$ cat config.mk
export PLATFORM = sky130hd
export DESIGN_NAME = ser_status_regs
export DESIGN_NICKNAME = d
export VERILOG_FILES = /design/src/verilog/ser_event_reg.v /design/src/verilog/ser_status_regs.v
export VERILOG_INCLUDE_DIRS = /design/src /design/src/verilog
export SDC_FILE = /design/constraint.sdc
export NUM_CORES = 1
export LEC_CHECK = 0
export BUFFER_PORTS_ARGS = -buffer_cell sky130_fd_sc_hd__buf_2
export CAP_MARGIN = 25
export CORE_ASPECT_RATIO = 0.9
export CORE_MARGIN = 5
export CORE_UTILIZATION = 25
export CTS_BUF_LIST = sky130_fd_sc_hd__clkbuf_8
export CTS_CLUSTER_DIAMETER = 80
export DETAILED_ROUTE_END_ITERATION = 10
export PLACE_DENSITY_LB_ADDON = 0.12
export SYNTH_ARGS = -nofsm -noshare
export SYNTH_HDL_FRONTEND = slang
export SYNTH_SLANG_ARGS = --single-unit
$ cat constraint.sdc
create_clock -name ref_clk_in -period 5.3 [get_ports ref_clk_in]
set_input_delay 1.06 -clock ref_clk_in [delete_from_list [all_inputs] [get_ports ref_clk_in]]
set_output_delay 1.06 -clock ref_clk_in [all_outputs]
set_load 0.02 [all_outputs]
$ cat src/verilog/ser_map.vh
`ifndef SER_MAP_VH
`define SER_MAP_VH

// Register selectors on the query port
`define SER_SEL_MEAS 2'h0
`define SER_SEL_QUES 2'h1
`define SER_SEL_OPER 2'h2

// Query kinds
`define SER_KIND_EVENT 2'h0
`define SER_KIND_COND 2'h1
`define SER_KIND_ENAB 2'h2

// Measurement bit positions
`define SER_MEAS_ROF_BIT 0
`define SER_MEAS_LL1_BIT 1
`define SER_MEAS_HL1_BIT 2
`define SER_MEAS_LL2_BIT 3
`define SER_MEAS_HL2_BIT 4
`define SER_MEAS_RAV_BIT 5
`define SER_MEAS_BAV_BIT 7
`define SER_MEAS_BHF_BIT 8
`define SER_MEAS_BFL_BIT 9

// Questionable bit positions
`define SER_QUES_TEMP_BIT 4
`define SER_QUES_CAL_BIT 8
`define SER_QUES_WARN_BIT 14

// Operation bit positions
`define SER_OPER_MEAS_BIT 4
`define SER_OPER_TRIG_BIT 5
`define SER_OPER_IDLE_BIT 10

// Masks of implemented bits
`define SER_MEAS_USED 16'h03bf
`define SER_QUES_USED 16'h4110
`define SER_OPER_USED 16'h0430

// Reset values
`define SER_EVENT_RST 16'h0000
`define SER_ENAB_RST 16'h0000

// Trace buffer minimum fill for buffer_available
`define SER_BUF_AVAIL_MIN 2

`endif

$ cat src/verilog/ser_event_reg.v
`timescale 1ns/1ps
`default_nettype none

`include "ser_map.vh"

// One latched event register with condition edge detect, enable mask and summary
module ser_event_reg #(
  parameter [15:0] USED_MASK = 16'hffff
) (
  input wire ref_clk_in,
  input wire rst_in,
  input wire [15:0] cond_in,
  input wire [15:0] pulse_in,
  input wire read_clear_in,
  input wire enab_wr_in,
  input wire [15:0] enab_data_in,
  input wire preset_in,
  output wire [15:0] event_out,
  output wire [15:0] cond_out,
  output wire [15:0] enab_out,
  output wire summary_out
);

  reg [15:0] event_q;
  reg [15:0] event_d;
  reg [15:0] cond_q;
  reg [15:0] enab_q;
  wire [15:0] rise;

  // Rising edge of each condition plus one-shot events
  assign rise = ((cond_in & ~cond_q) | pulse_in) & USED_MASK;

  // Set wins over a read clear in the same cycle
  always @*
  begin
    event_d = event_q;
    if (read_clear_in)
      event_d = `SER_EVENT_RST;
    event_d = event_d | rise;
  end

  // Event, condition copy and enable mask storage
  always @(posedge ref_clk_in)
  begin
    if (rst_in)
    begin
      event_q <= `SER_EVENT_RST;
      cond_q <= 16'h0000;
      enab_q <= `SER_ENAB_RST;
    end
    else
    begin
      event_q <= event_d;
      cond_q <= cond_in & USED_MASK;
      if (preset_in)
        enab_q <= `SER_ENAB_RST;
      else if (enab_wr_in)
        enab_q <= enab_data_in & USED_MASK;
    end
  end

  assign event_out = event_q;
  assign cond_out = cond_in & USED_MASK;
  assign enab_out = enab_q;
  assign summary_out = |(event_q & enab_q);

endmodule

`default_nettype wire

$ cat src/verilog/ser_status_regs.v
`timescale 1ns/1ps
`default_nettype none

`include "ser_map.vh"

// Operation
// - Three event registers, measurement, operation, questionable, each read by own query.
// - A read returns the register value whose bits show set events.
// - Reading an event register clears all its bits; a bit that sets in the same cycle as the read stays set.
// - Measurement bit 0 sets when a reading overflows the range.
// - Measurement bits 1 and 2 set on first low and high limit fails.
// - Measurement bits 3 and 4 set on second low and high limit fails.
// - Measurement bit 5 sets when a reading is taken and processed.
// - Measurement bit 7 sets when trace buffer holds at least two readings.
// - Measurement bit 8 sets when trace buffer reaches half capacity.
// - Measurement bit 9 sets when trace buffer is full.
// - Measurement bit 6 and bits 10 to 15 are unused.
// - Questionable bit 4 sets on invalid reference junction during thermocouple use.
// - Questionable bit 8 flags bad calibration constant until successful calibration.
// - Questionable bit 14 sets when a measurement command parameter is ignored.
// - Fault lamp on while any questionable event is set, off when cleared.
// - Operation bit 4 set while a measurement is performed.
// - Operation bit 5 set while in the device-action trigger stage.
// - Operation bit 10 set while the instrument is idle.
// - Each event register has an enable mask gating its summary bit.
// - Each register has a live, non-latching condition register.
module ser_status_regs #(
  parameter BUF_DEPTH_W = 10
) (
  input wire ref_clk_in,
  input wire rst_in,
  // Instrument condition inputs
  input wire reading_done_in,
  input wire reading_overflow_in,
  input wire low_limit_one_fail_in,
  input wire high_limit_one_fail_in,
  input wire low_limit_two_fail_in,
  input wire high_limit_two_fail_in,
  input wire [BUF_DEPTH_W:0] buf_count_in,
  input wire [BUF_DEPTH_W:0] buf_capacity_in,
  input wire ref_junction_invalid_in,
  input wire cal_constant_bad_in,
  input wire cal_success_in,
  input wire ignored_parameter_in,
  input wire acquiring_in,
  input wire device_action_in,
  input wire idle_in,
  // Query port from the command parser
  input wire query_valid_in,
  input wire [1:0] query_sel_in,
  input wire [1:0] query_kind_in,
  input wire enab_wr_in,
  input wire [1:0] enab_sel_in,
  input wire [15:0] enab_data_in,
  input wire preset_in,
  output wire query_ready_out,
  output reg resp_valid_out,
  output reg [15:0] resp_data_out,
  output wire [2:0] summary_out,
  output wire fault_lamp_out
);

  // Decode of a register selector
  function sel_hit;
    input [1:0] sel;
    input [1:0] want;
    begin
      sel_hit = (sel == want);
    end
  endfunction

  reg cal_bad_q;
  reg cal_seen_q;
  reg [15:0] meas_pulse;
  reg [15:0] meas_cond;
  reg [15:0] ques_cond;
  reg [15:0] ques_pulse;
  reg [15:0] oper_cond;
  reg [15:0] resp_d;
  wire [15:0] meas_ev;
  wire [15:0] ques_ev;
  wire [15:0] oper_ev;
  wire [15:0] meas_cd;
  wire [15:0] ques_cd;
  wire [15:0] oper_cd;
  wire [15:0] meas_en;
  wire [15:0] ques_en;
  wire [15:0] oper_en;
  wire ev_read;
  wire [2:0] clr;
  wire [2:0] ewr;
  wire [BUF_DEPTH_W:0] half_cap;

  assign half_cap = buf_capacity_in >> 1;
  assign query_ready_out = 1'b1;
  assign ev_read = query_valid_in && (query_kind_in == `SER_KIND_EVENT);

  // Read-clear and enable-write strobes per register
  assign clr[0] = ev_read && sel_hit(query_sel_in, `SER_SEL_MEAS);
  assign clr[1] = ev_read && sel_hit(query_sel_in, `SER_SEL_QUES);
  assign clr[2] = ev_read && sel_hit(query_sel_in, `SER_SEL_OPER);
  assign ewr[0] = enab_wr_in && sel_hit(enab_sel_in, `SER_SEL_MEAS);
  assign ewr[1] = enab_wr_in && sel_hit(enab_sel_in, `SER_SEL_QUES);
  assign ewr[2] = enab_wr_in && sel_hit(enab_sel_in, `SER_SEL_OPER);

  // Calibration fault held from power-up detection until good calibration
  always @(posedge ref_clk_in)
  begin
    if (rst_in)
    begin
      cal_bad_q <= 1'b0;
      cal_seen_q <= 1'b0;
    end
    else
    begin
      cal_seen_q <= 1'b1;
      if (cal_success_in)
        cal_bad_q <= 1'b0;
      else if (!cal_seen_q && cal_constant_bad_in)
        cal_bad_q <= 1'b1;
    end
  end

  // Measurement conditions and one-shot reading events
  always @*
  begin
    meas_cond = 16'h0000;
    meas_pulse = 16'h0000;
    meas_pulse[`SER_MEAS_ROF_BIT] = reading_done_in && reading_overflow_in;
    meas_pulse[`SER_MEAS_LL1_BIT] = reading_done_in && low_limit_one_fail_in;
    meas_pulse[`SER_MEAS_HL1_BIT] = reading_done_in && high_limit_one_fail_in;
    meas_pulse[`SER_MEAS_LL2_BIT] = reading_done_in && low_limit_two_fail_in;
    meas_pulse[`SER_MEAS_HL2_BIT] = reading_done_in && high_limit_two_fail_in;
    meas_pulse[`SER_MEAS_RAV_BIT] = reading_done_in;
    meas_cond[`SER_MEAS_ROF_BIT] = reading_overflow_in;
    meas_cond[`SER_MEAS_LL1_BIT] = low_limit_one_fail_in;
    meas_cond[`SER_MEAS_HL1_BIT] = high_limit_one_fail_in;
    meas_cond[`SER_MEAS_LL2_BIT] = low_limit_two_fail_in;
    meas_cond[`SER_MEAS_HL2_BIT] = high_limit_two_fail_in;
    meas_cond[`SER_MEAS_BAV_BIT] = (buf_count_in >= `SER_BUF_AVAIL_MIN);
    meas_cond[`SER_MEAS_BHF_BIT] = (buf_capacity_in != 0) && (buf_count_in >= half_cap);
    meas_cond[`SER_MEAS_BFL_BIT] = (buf_capacity_in != 0) && (buf_count_in >= buf_capacity_in);
  end

  // Questionable and operation conditions
  always @*
  begin
    ques_cond = 16'h0000;
    ques_pulse = 16'h0000;
    oper_cond = 16'h0000;
    ques_cond[`SER_QUES_TEMP_BIT] = ref_junction_invalid_in;
    ques_cond[`SER_QUES_CAL_BIT] = cal_bad_q;
    ques_pulse[`SER_QUES_WARN_BIT] = ignored_parameter_in;
    oper_cond[`SER_OPER_MEAS_BIT] = acquiring_in;
    oper_cond[`SER_OPER_TRIG_BIT] = device_action_in;
    oper_cond[`SER_OPER_IDLE_BIT] = idle_in;
  end

  // Measurement register set, unused bits masked off
  ser_event_reg #(
    .USED_MASK(`SER_MEAS_USED)
  ) u_meas (
    .ref_clk_in(ref_clk_in),
    .rst_in(rst_in),
    .cond_in(meas_cond),
    .pulse_in(meas_pulse),
    .read_clear_in(clr[0]),
    .enab_wr_in(ewr[0]),
    .enab_data_in(enab_data_in),
    .preset_in(preset_in),
    .event_out(meas_ev),
    .cond_out(meas_cd),
    .enab_out(meas_en),
    .summary_out(summary_out[0])
  );

  // Questionable register set, bit 15 forced low
  ser_event_reg #(
    .USED_MASK(`SER_QUES_USED)
  ) u_ques (
    .ref_clk_in(ref_clk_in),
    .rst_in(rst_in),
    .cond_in(ques_cond),
    .pulse_in(ques_pulse),
    .read_clear_in(clr[1]),
    .enab_wr_in(ewr[1]),
    .enab_data_in(enab_data_in),
    .preset_in(preset_in),
    .event_out(ques_ev),
    .cond_out(ques_cd),
    .enab_out(ques_en),
    .summary_out(summary_out[1])
  );

  // Operation register set, bit 15 forced low
  ser_event_reg #(
    .USED_MASK(`SER_OPER_USED)
  ) u_oper (
    .ref_clk_in(ref_clk_in),
    .rst_in(rst_in),
    .cond_in(oper_cond),
    .pulse_in(16'h0000),
    .read_clear_in(clr[2]),
    .enab_wr_in(ewr[2]),
    .enab_data_in(enab_data_in),
    .preset_in(preset_in),
    .event_out(oper_ev),
    .cond_out(oper_cd),
    .enab_out(oper_en),
    .summary_out(summary_out[2])
  );

  // Lamp follows any latched questionable event
  assign fault_lamp_out = |ques_ev;

  // Response mux: binary value of selected register
  always @*
  begin
    resp_d = 16'h0000;
    case ({query_kind_in, query_sel_in})
      {`SER_KIND_EVENT, `SER_SEL_MEAS}: resp_d = meas_ev;
      {`SER_KIND_EVENT, `SER_SEL_QUES}: resp_d = ques_ev;
      {`SER_KIND_EVENT, `SER_SEL_OPER}: resp_d = oper_ev;
      {`SER_KIND_COND, `SER_SEL_MEAS}: resp_d = meas_cd;
      {`SER_KIND_COND, `SER_SEL_QUES}: resp_d = ques_cd;
      {`SER_KIND_COND, `SER_SEL_OPER}: resp_d = oper_cd;
      {`SER_KIND_ENAB, `SER_SEL_MEAS}: resp_d = meas_en;
      {`SER_KIND_ENAB, `SER_SEL_QUES}: resp_d = ques_en;
      {`SER_KIND_ENAB, `SER_SEL_OPER}: resp_d = oper_en;
      default: resp_d = 16'h0000;
    endcase
  end

  // Registered answer, one cycle after the query
  always @(posedge ref_clk_in)
  begin
    if (rst_in)
    begin
      resp_valid_out <= 1'b0;
      resp_data_out <= 16'h0000;
    end
    else
    begin
      resp_valid_out <= query_valid_in;
      if (query_valid_in)
        resp_data_out <= resp_d;
    end
  end

endmodule

`default_nettype wire

==> results of run 1 <==
==> critical path: cells and delay by family (launching register included) <==
family / cells / cell delay, ns
AO/OA/AOI/OAI: 2 / 0.50
buffers and inverters: 1 / 0.19
flip-flops: 1 / 0.33
AND/OR/NAND/NOR: 1 / 0.16
==> area by class of cell <==
cell class | instances | area (µm²)
Fill cell | 1333 | 8340
Multi-Input combinational cell | 230 | 1670
Sequential cell | 57 | 1140
Timing Repair Buffer | 73 | 368
Tap cell | 160 | 200
Clock buffer | 9 | 124
Inverter | 20 | 75.1
Clock inverter | 6 | 61.3
==> cells in the final DEF, fill, tap and decap left out, types with 7 or more instances in the layout <==
cell type and count:
buf_2 72, dfxtp_1 57, nor2_1 37, ha_1 21, inv_1 20, mux2i_1 20
nor2b_1 17, a21oi_1 13, nand2_1 11, a22oi_1 10, o21ai_0 9, clkbuf_8 9
nand2b_1 8, a22o_1 7
==> worst paths after layout <==
check             slack, ns                             end
setup / recovery       2.72                  summary_out[0]
hold / removal         0.40  u_meas.event_out[9]$_SDFF_PP0_
setup reg to reg       3.85   resp_data_out[8]$_SDFFE_PP0P_
hold reg to reg        0.40  u_meas.event_out[9]$_SDFF_PP0_
==> stage by stage <==
step                      area (µm²)  setup slack (ns)  instances  hold WS (ns)
after global routing            3640              2.61        555         0.422
after detailed placement        3460              2.48        540         0.401
final                           3640              2.72        555         0.397
after global placement          3460              2.52        540         0.400
after CTS                       3640              2.68        555         0.398
after floorplan                 3050              2.91        330         0.395
==> power groups by stage <==
stage	Sequential [mW]	Clock (mW)	Combinational (mW)
after floorplan	0.468	0	0.0998
after global placement	0.472	0	0.147
after detailed placement	0.473	0	0.148
after CTS	0.463	0.404	0.149
after global routing	0.465	0.425	0.167
final	0.463	0.387	0.146
==> cell families after synthesis <==
logic type	after synthesis
other	2
AOI/OAI and AO/OA	73
DFF	57
and+or+nand+nor	103
buffers and inverters	43
muxes	27
adders and majority gates	21
==> synth_stat cells (all sizes together), types with 4 or more instances <==
cell    instances  area, µm²
a21o            5       37.5
a21oi          14       73.8
a22o            7       61.3
a22oi          10       75.1
a32oi           4       35.0
buf            21        148
dfxtp          57       1140
ha             21        263
inv            19       71.3
mux2            6       67.6
mux2i          20        200
nand2          11       41.3
nand2b          8       50.1
nand3           4       20.0
nor2           37        139
nor2b          18        120
nor3            5       41.3
nor4            4       40.0
o21ai          12       60.1
==> flip-flops by register name, summed over array words and instances, names as in the netlist, 3 cells and up <==
name	flops
u_oper.cond_q	3
u_ques.event_out	3
u_oper.enab_out	3
u_meas.enab_out	9
u_ques.enab_out	3
u_meas.cond_q	8
u_oper.event_out	3
resp_data_out	11
u_meas.event_out	9
==> per-layer routing <==
layer  global-route usage  vias up  wire length, µm
met1                0.172     1189             4340
met2                0.188       65             3740
met5                    0        -                0
met3               0.0359        9              425
li1                     -     1286                -
met4               0.0343        0               97
==> impl_metrics.env, run 1 <==
export IMPL_outcome="complete, no violations"
export IMPL_ys_ff_latch=57
export IMPL_crit_path_start="u_meas.event_out[5]$_SDFF_PP0_"
export IMPL_power_total_mw=0.996
export IMPL_p_int_mw=0.723
export IMPL_slowest_delay_ns=0.33
export IMPL_seqPwrFrac=0.465
export IMPL_skew_ns=0.0112
export IMPL_synthMuxAreaShare=0.0958
export IMPL_drc=0
export IMPL_cts_hold_buf=0
export IMPL_numCtsBuffers=9
export IMPL_dp_final_hpwl_mm=6.75
export IMPL_vias=2549
export IMPL_grt_overflow_total=0
export IMPL_postLayoutCoreUtil=0.304
export IMPL_antenna_cells=0
export IMPL_grt_pass1_vias=2589
export IMPL_worstRegToRegCells=5
export IMPL_track_usage=0.124
export IMPL_path_clk_slew_ns=0.07
export IMPL_portBuffers=72
export IMPL_area_growth_pct=20.2
export IMPL_drv_cap=0
export IMPL_p_switching_mw=0.273
export IMPL_fmax_mhz=388
export IMPL_power_leakage_nw=1.66
export IMPL_path_cells="a22o_1 > a221oi_1 > nand3_1 > buf_2"
export IMPL_worstHoldStart="u_meas.cond_q[9]$_SDFF_PP0_"
export IMPL_synth_top_family_by_area="simple AND/OR/NAND/NOR gates"
export IMPL_crit_type="reg2out"
export IMPL_routed_wl_mm=8.60
export IMPL_clock_sinks=57
export IMPL_grt_pass1_wl_mm=13.8
export IMPL_wire_per_inst_um=15.5
export IMPL_cp_required_ns=4.24
export IMPL_period_needed_ns=2.58
export IMPL_cts_root_buf="clkbuf_8"
export IMPL_coreArea_um2=12000
export IMPL_ys_flop_type="dfxtp_1"
export IMPL_relSlewSlack=0.504
export IMPL_hold_depth=1
export IMPL_io_pins=84
export IMPL_drtPass1Iterations=4
export IMPL_grt_max_degree=38
export IMPL_clkPwrFrac=0.388
export IMPL_drtAntennaViolNets=0
export IMPL_postCtsSetupRepairBufs=0
export IMPL_swShare=0.274
export IMPL_synthCells=326
export IMPL_rows=38
export IMPL_synth_warnings=0
export IMPL_die_h_um=114
export IMPL_synth_area_um2=3030
export IMPL_initial_core_util=0.253
export IMPL_synth_edf_count=0
export IMPL_gp_congestion=0.784
export IMPL_power_per_cell_area_nw_per_um2=273
export IMPL_setup_violations=0
export IMPL_synthAdderAreaFrac=0.0867
export IMPL_fin_crit_sh=0.486
export IMPL_clockBufferDepth=2
export IMPL_critPathSlowestCell="dfxtp_1"
export IMPL_via_per_inst=4.59
export IMPL_reg2reg_from="u_meas.enab_out[8]$_SDFFE_PP0P_"
export IMPL_ys_types=57
export IMPL_clock_latency_ns=0.34
export IMPL_die_area_um2=14400
export IMPL_tns_ns=0
export IMPL_tightest_slew_ns=0.745
export IMPL_final_nets=474
export IMPL_drive_gt1_frac=0.261
export IMPL_slew_violations=0
export IMPL_antenna_found_initial=0
export IMPL_post_synth_cell_area_avg_um2=9.30
export IMPL_critPathLaunchType="register"
export IMPL_cts_tree="done"
export IMPL_cp_arrival_ns=1.52
export IMPL_yosysSeqAreaShare=0.377
export IMPL_end_kind="output pin"
export IMPL_die_w_um=126
export IMPL_cts_resized=0
export IMPL_rsz0062_at_grt="no"
export IMPL_irDropWorstVdd_mv=0.0972
export IMPL_async_flop_share=0
export IMPL_synth_simple_area_share=0.190
export IMPL_synth_compound_area_frac=0.172
export IMPL_drt_iter0_markers=133
export IMPL_p_comb_frac=0.147
export IMPL_synth_xor_area_share=0
export IMPL_hold_class="reg2reg"
export IMPL_crit_path_max_fanout=3
export IMPL_finalHoldViolations=0
export IMPL_htreeDepth=3
No activity file was read; power rests on OpenSTA's default activity.
==> inputs of run 2 (changes only) <==
==> constraint.sdc (replaced) <==
create_clock -name ref_clk_in -period 2.55 [get_ports ref_clk_in]
set_input_delay 0.51 -clock ref_clk_in [delete_from_list [all_inputs] [get_ports ref_clk_in]]
set_output_delay 0.51 -clock ref_clk_in [all_outputs]
set_load 0.02 [all_outputs]
==> impl_metrics.env, run 2 (same netlist as run 1, synthesis figures left out) <==
export IMPL_rows=38
export IMPL_cts_tree="done"
export IMPL_drtPass1Iterations=4
export IMPL_drive_gt1_frac=0.264
export IMPL_drt_iter0_markers=135
export IMPL_vias=2549
export IMPL_postCtsSetupRepairBufs=0
export IMPL_reg2reg_from="u_ques.event_out[8]$_SDFF_PP0_"
export IMPL_track_usage=0.124
export IMPL_finalHoldViolations=0
export IMPL_setup_violations=0
export IMPL_crit_type="reg2out"
export IMPL_grt_pass1_wl_mm=14.0
export IMPL_die_h_um=114
export IMPL_end_kind="output pin"
export IMPL_grt_overflow_total=0
export IMPL_regMostFlops="resp_data_out"
export IMPL_rsz0062_at_grt="no"
export IMPL_clockBufferDepth=2
export IMPL_cts_root_buf="clkbuf_8"
export IMPL_initial_core_util=0.253
export IMPL_cts_resized=0
export IMPL_portBuffers=72
export IMPL_coreArea_um2=12000
export IMPL_outcome="complete, no violations"
export IMPL_io_pins=84
export IMPL_clock_latency_ns=0.33
export IMPL_slew_violations=0
export IMPL_grt_max_degree=29
export IMPL_routed_wl_mm=8.63
export IMPL_critPathLaunchType="register"
export IMPL_area_growth_pct=20.8
export IMPL_wire_per_inst_um=15.5
export IMPL_numCtsBuffers=9
export IMPL_p_comb_frac=0.148
export IMPL_clkPwrFrac=0.390
export IMPL_fmax_mhz=490
export IMPL_tns_ns=0
export IMPL_power_per_cell_area_nw_per_um2=569
export IMPL_hold_class="in2reg"
export IMPL_drv_cap=0
export IMPL_drtAntennaViolNets=0
export IMPL_seqPwrFrac=0.461
export IMPL_gp_congestion=0.774
export IMPL_relSlewSlack=0.632
export IMPL_grt_pass1_vias=2588
export IMPL_die_area_um2=14400
export IMPL_dp_final_hpwl_mm=6.76
export IMPL_mostFrequentLayoutCell="buf_2"
export IMPL_antenna_cells=0
export IMPL_cp_required_ns=2.04
export IMPL_period_needed_ns=2.04
export IMPL_layout_common_cells="buf_2, dfxtp_1, nor2_1"
export IMPL_p_switching_mw=0.574
export IMPL_path_clk_slew_ns=0.07
export IMPL_tightest_slew_ns=0.548
export IMPL_p_int_mw=1.51
export IMPL_swShare=0.276
export IMPL_cp_arrival_ns=1.53
export IMPL_cts_hold_buf=0
export IMPL_htreeDepth=3
export IMPL_via_per_inst=4.57
export IMPL_crit_path_max_fanout=3
export IMPL_skew_ns=0.00943
export IMPL_irDropWorstVdd_mv=0.198
export IMPL_postLayoutCoreUtil=0.306
export IMPL_largest_reg_flops=11
export IMPL_clock_sinks=57
export IMPL_drc=0
export IMPL_power_leakage_nw=1.68
export IMPL_die_w_um=126
export IMPL_final_nets=476
export IMPL_antenna_found_initial=0
export IMPL_crit_path_start="u_meas.enab_out[5]$_SDFFE_PP0P_"
export IMPL_worstHoldStart="cal_success_in"
export IMPL_fin_crit_sh=0.800
[run 2: power by group through the flow]
stage | logic (mW) | clock network [mW] | registers, mW
after floorplan | 0.207 | 0 | 0.973
after global placement | 0.308 | 0 | 0.982
after detailed placement | 0.310 | 0 | 0.982
after CTS | 0.312 | 0.833 | 0.961
after global routing | 0.350 | 0.892 | 0.966
final | 0.308 | 0.813 | 0.960
[run 2: routing by layer]
metal,routed length (µm),global-route usage,up-vias
met3,553,0.0387,6
met2,3760,0.192,79
met4,79,0.0279,0
li1,-,-,1297
met5,0,0,-
met1,4240,0.170,1167
[run 2: path summary, 6_finish.rpt]
check	end	slack (ns)	cells past startpoint
max	summary_out[0]	0.51	4
min	cal_bad_q$_SDFFE_PP0P_	0.34	2
max reg2reg	resp_data_out[8]$_SDFFE_PP0P_	1.13	5
min reg2reg	u_meas.event_out[7]$_SDFF_PP0_	0.40	1
[run 2: area by class of cell]
cell class | instances | area, µm²
clock inverter | 7 | 63.8
tap | 160 | 200
clock buffer | 9 | 124
sequential | 57 | 1140
multi-input combinational | 230 | 1670
timing repair buffer | 75 | 383
inverter | 20 | 75.1
fill | 1339 | 8320
[run 2: through the flow]
stage / area [µm²] / instances / hold WS (ns) / total power, mW / setup WS (ns)
floorplan: 3050 / 330 / 0.395 / 1.18 / 0.710
global placement: 3470 / 542 / 0.400 / 1.29 / 0.339
detailed placement: 3470 / 542 / 0.401 / 1.29 / 0.305
CTS: 3660 / 558 / 0.324 / 2.11 / 0.482
global route: 3660 / 558 / 0.314 / 2.21 / 0.400
finish: 3660 / 558 / 0.336 / 2.08 / 0.509
[run 2: critical path: stages (launching register included)]
cell	delay, ns
dfxtp_1	0.34
a22o_1	0.22
a221oi_1	0.31
nand3_1	0.14
buf_2	0.18
